==> src/rtl/csw2_cfg.svh <==
// Offsets, field positions, reset values and fixed codes for the status word block.
// Assumes inclusion by bare name from the top module.
`ifndef CSW2_CFG_SVH
`define CSW2_CFG_SVH
// Word indices; the byte address is four times the index.
`define CSW2_IDX_STATUS 6'h02
`define CSW2_IDX_IRQST  6'h03
`define CSW2_IDX_IRQMSK 6'h04
`define CSW2_IDX_MINOR  6'h05
`define CSW2_IDX_MAJOR  6'h06
// Status word field positions.
`define CSW2_BIT_INREQ  5
`define CSW2_BIT_REPLY  6
`define CSW2_BIT_OUTW   7
`define CSW2_BIT_OVFSEL 14
// Interrupt status bit positions.
`define CSW2_IRQ_INREQ  0
`define CSW2_IRQ_REPLY  1
`define CSW2_IRQ_TRAP   2
`define CSW2_IRQ_FAULT  3
// Reset values and fixed codes.
`define CSW2_RST_OVFSEL 1'h0
`define CSW2_RST_MASK   4'h0
`define CSW2_MAJ_MINOR  16'h0020
`define CSW2_SAT_POS    16'h7fff
`define CSW2_SAT_NEG    16'h8000
`endif

==> src/rtl/csw2_pkg.sv <==
// Types shared by the status word block.
// Assumes the constants header sits beside it.
package csw2_pkg;
   // Arithmetic operations offered by the executor.
   typedef enum logic [2:0] {
      OP_ADD,
      OP_SUB,
      OP_MUL,
      OP_DIV,
      OP_DDIV
   } csw2_op_t;
   // One arithmetic request, valid for one cycle.
   typedef struct packed {
      logic               valid;
      csw2_op_t           op;
      logic signed [15:0] a;
      logic signed [15:0] b;
      logic signed [31:0] dividend;
   } csw2_math_req_t;
   // Communication events, each a one-cycle pulse except queued.
   typedef struct packed {
      logic reqArrive;
      logic reqServiced;
      logic replyArrive;
      logic replyStored;
      logic msgQueued;
      logic txStart;
      logic txDone;
   } csw2_comm_t;
   // Whole state of the top module.
   typedef struct packed {
      logic        inReq;
      logic        reply;
      logic        outWait;
      logic        txBusy;
      logic        ovfSel;
      logic        ovfFlag;
      logic [15:0] minor;
      logic [15:0] majCode;
      logic        fault;
      logic [3:0]  irqSt;
      logic [3:0]  irqMask;
      logic        irq;
      logic        ack;
      logic [31:0] rdat;
      logic        resValid;
      logic [15:0] dest;
      logic [31:0] mathReg;
   } csw2_state_t;
endpackage

==> src/rtl/csw2_status_word.sv <==
// Communication and math status word with Wishbone register access.
// Assumes one clock, synchronous reset, and event inputs on the same clock.
//
// Behaviour
// - Incoming-request flag sets whenever a remote node asks or commands.
// - Incoming-request flag clears when the request has been serviced.
// - Reply-waiting flag sets when the remote reply arrives.
// - Reply-waiting flag clears once reply is stored and instruction updated.
// - Outgoing-waiting flag sets while messages queue and nothing transmits.
// - Outgoing flag clears on transmit start; resets after only if more queued.
// - Overflow-select resets to zero, giving saturating overflow by default.
// - Unrepresentable add, subtract, multiply or divide sets the overflow flag.
// - Same overflow also sets the trap bit 0 of the minor-error word.
// - Overflow-select set writes the truncated low 16 bits to the destination.
// - Overflow-select clear saturates destination to 32767 or -32768.
// - Double divide ignores overflow-select entirely.
// - Math register written by multiply and divide ignores overflow-select.
// - Minor bits clear at reset; any of bits 7:0 set at scan end raise major 0020H.
`timescale 1ns/100ps
`include "csw2_cfg.svh"

module csw2_status_word #(
   parameter int ADDR_W = 8
) (
   // Clock and reset.
   input  wire logic                 mclk,
   input  wire logic                 rst,
   // Wishbone slave.
   input  wire logic                 wbCyc,
   input  wire logic                 wbStb,
   input  wire logic                 wbWe,
   input  wire logic [ADDR_W-1:0]    wbAdr,
   input  wire logic [3:0]           wbSel,
   input  wire logic [31:0]          wbDatIn,
   output logic      [31:0]          wbDatOut,
   output logic                      wbAck,
   // Network and executor events.
   input  wire csw2_pkg::csw2_comm_t comm,
   input  wire logic                 scanEnd,
   // Arithmetic request and answer.
   input  wire csw2_pkg::csw2_math_req_t mathReq,
   output logic                      resValid,
   output logic      [15:0]          resDest,
   output logic      [31:0]          mathReg,
   output logic                      ovfFlag,
   // Status outputs.
   output logic      [15:0]          statusWord,
   output logic      [15:0]          minorWord,
   output logic                      majorFault,
   output logic      [15:0]          majorCode,
   output logic                      irq
);

   //----------------------------------------------------------------
   // Parameter check
   //----------------------------------------------------------------

   // The word index needs address bits 4 down to 2.
   if (ADDR_W < 5) begin : g_chk
      $error("ADDR_W must be at least 5");
   end

   //----------------------------------------------------------------
   // State
   //----------------------------------------------------------------

   csw2_pkg::csw2_state_t s_r;
   csw2_pkg::csw2_state_t s_nxt;

   logic [5:0]         wordIdx;
   logic               busReq;
   logic               busWr;
   logic               busRd;
   logic signed [32:0] full;
   logic               divZero;
   logic               negRes;
   logic               overflow;
   logic [15:0]        statusView;
   logic [3:0]         irqSet;

   // Word index taken from the byte address, unused upper bits ignored.
   assign wordIdx = 6'(wbAdr[ADDR_W-1:2]);
   assign busReq  = wbCyc & wbStb & ~s_r.ack;
   assign busWr   = busReq & wbWe;
   assign busRd   = busReq & ~wbWe;

   // Status word as software sees it; all other positions are zero.
   always_comb begin
      statusView = 16'h0000;
      statusView[`CSW2_BIT_INREQ]  = s_r.inReq;
      statusView[`CSW2_BIT_REPLY]  = s_r.reply;
      statusView[`CSW2_BIT_OUTW]   = s_r.outWait;
      statusView[`CSW2_BIT_OVFSEL] = s_r.ovfSel;
   end

   //----------------------------------------------------------------
   // Arithmetic
   //----------------------------------------------------------------

   // Full-width result, then representability in a signed 16-bit word.
   always_comb begin
      full    = '0;
      divZero = 1'b0;
      unique case (mathReq.op)
         csw2_pkg::OP_ADD: begin
            full = 33'(mathReq.a) + 33'(mathReq.b);
         end
         csw2_pkg::OP_SUB: begin
            full = 33'(mathReq.a) - 33'(mathReq.b);
         end
         csw2_pkg::OP_MUL: begin
            full = 33'(mathReq.a) * 33'(mathReq.b);
         end
         csw2_pkg::OP_DIV: begin
            divZero = (mathReq.b == 16'sh0000);
            if (!divZero) begin
               full = 33'(mathReq.a) / 33'(mathReq.b);
            end
         end
         csw2_pkg::OP_DDIV: begin
            divZero = (mathReq.b == 16'sh0000);
            if (!divZero) begin
               full = 33'(mathReq.dividend) / 33'(mathReq.b);
            end
         end
         default: begin
            full = '0;
         end
      endcase
   end

   // Divide by zero takes the dividend's sign for saturation.
   always_comb begin
      if (divZero) begin
         negRes = (mathReq.op == csw2_pkg::OP_DDIV) ? mathReq.dividend[31] : mathReq.a[15];
      end else begin
         negRes = full[32];
      end
      overflow = divZero | (full > 33'sh0_0000_7fff) | (full < -33'sh0_0000_8000);
   end

   //----------------------------------------------------------------
   // Next state
   //----------------------------------------------------------------

   // One pass computes every field of the next state.
   always_comb begin
      s_nxt    = s_r;
      irqSet   = 4'h0;
      s_nxt.resValid = 1'b0;

      // Incoming request; an arrival in the service cycle is kept.
      if (comm.reqArrive) begin
         s_nxt.inReq = 1'b1;
      end else if (comm.reqServiced) begin
         s_nxt.inReq = 1'b0;
      end
      irqSet[`CSW2_IRQ_INREQ] = comm.reqArrive & ~s_r.inReq;

      // Reply waiting, same set-over-clear priority.
      if (comm.replyArrive) begin
         s_nxt.reply = 1'b1;
      end else if (comm.replyStored) begin
         s_nxt.reply = 1'b0;
      end
      irqSet[`CSW2_IRQ_REPLY] = comm.replyArrive & ~s_r.reply;

      // Transmitter busy from start to done.
      if (comm.txStart) begin
         s_nxt.txBusy = 1'b1;
      end else if (comm.txDone) begin
         s_nxt.txBusy = 1'b0;
      end
      // Outgoing waiting follows queue and transmitter.
      s_nxt.outWait = comm.msgQueued & ~s_nxt.txBusy;

      // Arithmetic answer.
      if (mathReq.valid) begin
         s_nxt.resValid = 1'b1;
         s_nxt.ovfFlag  = overflow;
         if (!overflow) begin
            s_nxt.dest = full[15:0];
         end else if (s_r.ovfSel && (mathReq.op != csw2_pkg::OP_DDIV)) begin
            s_nxt.dest = full[15:0];
         end else begin
            s_nxt.dest = negRes ? `CSW2_SAT_NEG : `CSW2_SAT_POS;
         end
         // Math register never looks at overflow-select.
         unique case (mathReq.op)
            csw2_pkg::OP_MUL: begin
               s_nxt.mathReg = full[31:0];
            end
            csw2_pkg::OP_DIV: begin
               s_nxt.mathReg = full[31:0];
            end
            csw2_pkg::OP_DDIV: begin
               s_nxt.mathReg = full[31:0];
            end
            default: begin
               s_nxt.mathReg = s_r.mathReg;
            end
         endcase
      end

      // Bus write side: ack one cycle after the request.
      s_nxt.ack  = busReq;
      s_nxt.rdat = 32'h0000_0000;
      if (busWr) begin
         unique case (wordIdx)
            `CSW2_IDX_STATUS: begin
               if (wbSel[1]) begin
                  s_nxt.ovfSel = wbDatIn[`CSW2_BIT_OVFSEL];
               end
            end
            `CSW2_IDX_IRQMSK: begin
               if (wbSel[0]) begin
                  s_nxt.irqMask = wbDatIn[3:0];
               end
            end
            `CSW2_IDX_MINOR: begin
               if (wbSel[0]) begin
                  s_nxt.minor[7:0] = wbDatIn[7:0];
               end
               if (wbSel[1]) begin
                  s_nxt.minor[15:8] = wbDatIn[15:8];
               end
            end
            `CSW2_IDX_MAJOR: begin
               if (wbSel[0]) begin
                  s_nxt.majCode[7:0] = wbDatIn[7:0];
               end
               if (wbSel[1]) begin
                  s_nxt.majCode[15:8] = wbDatIn[15:8];
               end
               s_nxt.fault = 1'b0;
            end
            default: begin
               s_nxt.rdat = 32'h0000_0000;
            end
         endcase
      end

      // Bus read side; status interrupts clear on read.
      if (busRd) begin
         unique case (wordIdx)
            `CSW2_IDX_STATUS: s_nxt.rdat = {16'h0000, statusView};
            `CSW2_IDX_IRQST: begin
               s_nxt.rdat  = {28'h0000000, s_r.irqSt};
               s_nxt.irqSt = 4'h0;
            end
            `CSW2_IDX_IRQMSK: s_nxt.rdat = {28'h0000000, s_r.irqMask};
            `CSW2_IDX_MINOR:  s_nxt.rdat = {16'h0000, s_r.minor};
            `CSW2_IDX_MAJOR:  s_nxt.rdat = {15'h0000, s_r.fault, s_r.majCode};
            default:          s_nxt.rdat = 32'h0000_0000;
         endcase
      end

      // Hardware sets come after software writes so they win.
      if (mathReq.valid && overflow) begin
         s_nxt.minor[0] = 1'b1;
         irqSet[`CSW2_IRQ_TRAP] = 1'b1;
      end
      if (scanEnd && (s_nxt.minor[7:0] != 8'h00)) begin
         s_nxt.fault   = 1'b1;
         s_nxt.majCode = `CSW2_MAJ_MINOR;
         irqSet[`CSW2_IRQ_FAULT] = 1'b1;
      end
      s_nxt.irqSt = s_nxt.irqSt | irqSet;
      s_nxt.irq   = |(s_nxt.irqSt & s_nxt.irqMask);
   end

   //----------------------------------------------------------------
   // Registers
   //----------------------------------------------------------------

   // Synchronous reset to constants, otherwise take the next state.
   always_ff @(posedge mclk) begin
      if (rst) begin
         s_r         <= '0;
         s_r.ovfSel  <= `CSW2_RST_OVFSEL;
         s_r.minor   <= 16'h0000;
         s_r.irqMask <= `CSW2_RST_MASK;
      end else begin
         s_r <= s_nxt;
      end
   end

   //----------------------------------------------------------------
   // Outputs
   //----------------------------------------------------------------

   // Every output is a field of the state register.
   assign wbDatOut   = s_r.rdat;
   assign wbAck      = s_r.ack;
   assign resValid   = s_r.resValid;
   assign resDest    = s_r.dest;
   assign mathReg    = s_r.mathReg;
   assign ovfFlag    = s_r.ovfFlag;
   assign minorWord  = s_r.minor;
   assign majorFault = s_r.fault;
   assign majorCode  = s_r.majCode;
   assign irq        = s_r.irq;

   // Status word port mirrors the flops directly.
   assign statusWord = {1'b0, s_r.ovfSel, 6'h00, s_r.outWait, s_r.reply, s_r.inReq, 5'h00};

endmodule

==> config.mk <==
export PLATFORM = sky130hd
export DESIGN_NAME = csw2_status_word
export DESIGN_NICKNAME = d
export VERILOG_FILES = /design/src/rtl/csw2_pkg.sv /design/src/rtl/csw2_status_word.sv
export VERILOG_INCLUDE_DIRS = /design/src /design/src/rtl
export SDC_FILE = /design/constraint.sdc
export NUM_CORES = 2
export LEC_CHECK = 0
export ABC_AREA = 1
export BUFFER_PORTS_ARGS = -buffer_cell sky130_fd_sc_hd__buf_2
export CAP_MARGIN = 25
export CELL_PAD_IN_SITES_DETAIL_PLACEMENT = 0
export CELL_PAD_IN_SITES_GLOBAL_PLACEMENT = 1
export CORE_MARGIN = 5
export CORE_UTILIZATION = 40
export CTS_BUF_LIST = sky130_fd_sc_hd__clkbuf_8
export DETAILED_ROUTE_END_ITERATION = 6
export PLACE_DENSITY = 0.83
export RECOVER_POWER = 50
export SLEW_MARGIN = 15
export SYNTH_ARGS = -nofsm -noshare
export SYNTH_HDL_FRONTEND = slang
export SYNTH_SLANG_ARGS = --single-unit
==> constraint.sdc <==
create_clock -name mclk -period 71.9 [get_ports mclk]
set_input_delay 7.19 -clock mclk [delete_from_list [all_inputs] [get_ports mclk]]
set_output_delay 7.19 -clock mclk [all_outputs]
set_load 0.05 [all_outputs]
==> flow_summary.yaml <==
timing:
  rsz0062_at_grt: "true"
  finalCritPeriodShare_pct: 105
  max_freq_mhz: 13.3
  fin_tns_setup_ns: -182.11
  slew_viol_final: 0
  slew_headroom_pct: 11.3
  min_period_ns: 75.19
  hold-worst-slack_ns: 0.462
  clock_skew_ns: 0.0375
  hold_viol_final: 0
  setup_ws_ns: -3.29
  setup-violations-final: 70
  tightest_slew_ns: 1.33
cts:
  cts_hold_buf: 0
  cts_max_path_buffers: 2
  clock_latency_ns: 0.48
  cts_num_sinks: 115
  cts_root_buf: "clkbuf_8"
  cts_tree: "yes"
  clk_pin_slew_ns: 0.10
  cts-buffers-inserted: 17
  h-tree-depth: 4
synthesis:
  seq_area_frac_synth_pct: 2.95
  yosysTopAreaCell: "ha_1"
  synth_compound_area_share_pct: 19.3
  postSynthAreaPerCell_um2: 6.09
  synth_edf_count: 0
  synth-xor-area-share_pct: 9.45
  yosysUniqueCellTypes: 93
  synthTopCellsByCount: "3320 x nand2_1, 2021 x inv_1, 1245 x ha_1"
  synth_mux_area_share_pct: 0.397
  yosys.area.top_type_share_pct: 20.0
  synth_top_family_by_area: "simple AND/OR/NAND/NOR gates"
  synth_fa_ha_area_share_pct: 26.7
  synthesis.area_um2: 78100
  yosys.area_share.simple_pct: 27.7
  ys_ff_latch: 115
  synthArstFlopShare_pct: 0
  synth_area_leaders: "ha_1 20%, nand2_1 16%, inv_1 9.7%, a21oi_1 7.3%, fa_1 6.8%"
  ys.warnings.count: 0
  synth_flop_cell: "dfxtp_1"
  netlist_instances: 12800
  synth.most_common_cell: "nand2_1"
global_route:
  grt_use_total_pct: 26.4
  grt_max_degree: 59
  first_global_vias: 90500
  grt_pass1_wl_mm: 448
  grt_overflow_total: 0
  antenna_found_initial: 11
final_layout:
  instances_no_fill: 20000
  final_nets: 19000
  post_route_cells_drive_above_1_share_pct: 37.4
  syn2layout_area_growth_pct: 57.7
critical_path:
  arrival_ns: 75.51
  slowest_delay_ns: 0.38
  endpoint_kind: "flip-flop"
  crit_type: "input port to flip-flop"
  r2r_end: "majorCode[14]$_SDFFE_PP0P_"
  r2r_cells: 12
  reg2reg_from: "wbAck$_SDFF_PP0_"
  crit_path_top_delay_cell: "o31ai_4"
  reg2reg_slack_ns: 69.04
  start_kind: "input port"
  cp_max_fo: 8
  crit_required_ns: 72.22
  critical_path.most_common_cell: "nand2_2"
die:
  die_x_um: 452
  io_pins: 258
  floorplan.rows: 162
  core_area_um2: 195000
  start_util_pct: 40.1
  fp.dieH_um: 452
  die_area_um2: 204000
routing:
  ant_nets: 0
  num_vias: 97700
  drcViolationCount: 4
  first_pass_iters: 7
  viasPerCell: 4.89
  drt-initial-drc-count: 5036
  routedWlPerCell_um: 14.7
  routed_wl_mm: 294
place:
  port_buffers: 210
  place_inst: 19500
  dpl.hpwl_mm: 236
  place.gp.congestion: 0.972
  pre_cts_ws_ns: -7.11
hold_path:
  hold_depth: 2
  hp-class: "flip-flop to flip-flop"
  hold_path_end: "wbDatOut[3]$_SDFF_PP0_"
  hold_start: "s_r[90]$_SDFF_PP0_"
outcome:
  failed_checks: "design-rule violations, negative setup slack"
  status: "finished, violations left"
run:
  cap_violations: 0
final cells by class:
type | count | area, um^2
diodes | 12 | 30.0
multi-input cells | 10500 | 74000
flip-flops and latches | 115 | 2300
clock inverters | 15 | 181
inverters | 2120 | 8130
fillers | 17300 | 71400
repair inverters | 1 | 5.00
repair buffers | 4629 | 35100
clock buffers | 17 | 234
well taps | 2542 | 3180
cell usage in the layout (no fill, tap or decap), types with 46 or more instances in the layout:
cell type,count
a21oi_1,885
a21oi_2,267
a31oi_1,46
buf_2,208
buf_4,4301
buf_6,77
conb_1,351
dfxtp_1,115
fa_1,264
ha_1,1089
ha_4,152
inv_1,1889
inv_2,172
nand2_1,2989
nand2_2,317
nand2_4,64
nand3_1,399
nand3_2,71
nand4_1,94
nor2_1,721
nor2_2,66
nor2_4,59
nor3_1,114
o21ai_0,476
o21ai_1,195
o21ai_2,191
o21bai_1,57
or2_2,126
xnor2_1,299
xor2_1,538
worst max path at each step:
stage / from / endpoint / slack, ns
finish: mathReq[32] / resDest[15]$_SDFFE_PP0P_ / -3.29
global route: mathReq[32] / irq$_SDFF_PP0_ / -7.76
CTS: mathReq[32] / irq$_SDFF_PP0_ / -4.47
detailed placement: mathReq[32] / majorCode[9]$_SDFFE_PP0P_ / -7.11
global placement: mathReq[32] / majorCode[10]$_SDFFE_PP0P_ / -6.07
floorplan: mathReq[32] / majorCode[2]$_SDFFE_PP0P_ / 0.01
flip-flops by register name, indices dropped and copies added (netlist names):
| name | count |
|---|---|
| irq | 1 |
| majorCode | 16 |
| majorFault | 1 |
| mathReg | 32 |
| minorWord | 16 |
| ovfFlag | 1 |
| resDest | 16 |
| resValid | 1 |
| s_r | 9 |
| statusWord | 4 |
| wbAck | 1 |
| wbDatOut | 17 |
through the flow:
step | util (%) | area [um^2]
2_1_floorplan | - | 81400
3_3_place_gp | 58.2 | 113000
3_5_place_dp | 58.2 | 113000
4_1_cts | 59.2 | 115000
5_1_grt | 63.3 | 123000
6_report | 63.3 | 123000
kinds of logic (layout without fill, tap and decap cells):
kind of cell             Yosys count  count (layout)
multiplexers                      31              31
AND/OR/NAND/NOR                 5185            5189
buffers and inverters           2547            6782
flip-flops                       115             115
XOR/XNOR                         842             842
adder cells (fa/ha/maj)         1509            1509
AO/OA/AOI/OAI                   2598            2598
other                              2             363
what timing repair did:
item / 4_1_cts / 5_1_grt
resized for setup: 210 / 1295
setup endpoints to repair: 70 / 70
pin swaps: 142 / 879
cloned: 2 / 14
buffers inserted: 93 / 288
critical path: cells and delay by family:
| family | cells | cell delay [ns] |
|---|---|---|
| multiplexers | 1 | 0.10 |
| XOR/XNOR | 6 | 1.06 |
| AND/OR/NAND/NOR | 249 | 22.47 |
| AO/OA/AOI/OAI | 186 | 27.05 |
| buffers and inverters | 99 | 8.68 |
| adder cells (fa/ha/maj) | 34 | 8.61 |
routing by layer:
metal | global-route usage (%) | vias to the layer above | routed length [um]
met5 | 0 | - | 0
met4 | 10.6 | 0 | 16000
met3 | 1.57 | 706 | 12500
met2 | 48.2 | 2180 | 144000
met1 | 32.3 | 44500 | 122000
li1 | - | 50400 | -
Power is not shown: default switching activity piles up to over one toggle a cycle in this logic, so the estimate is an artifact.
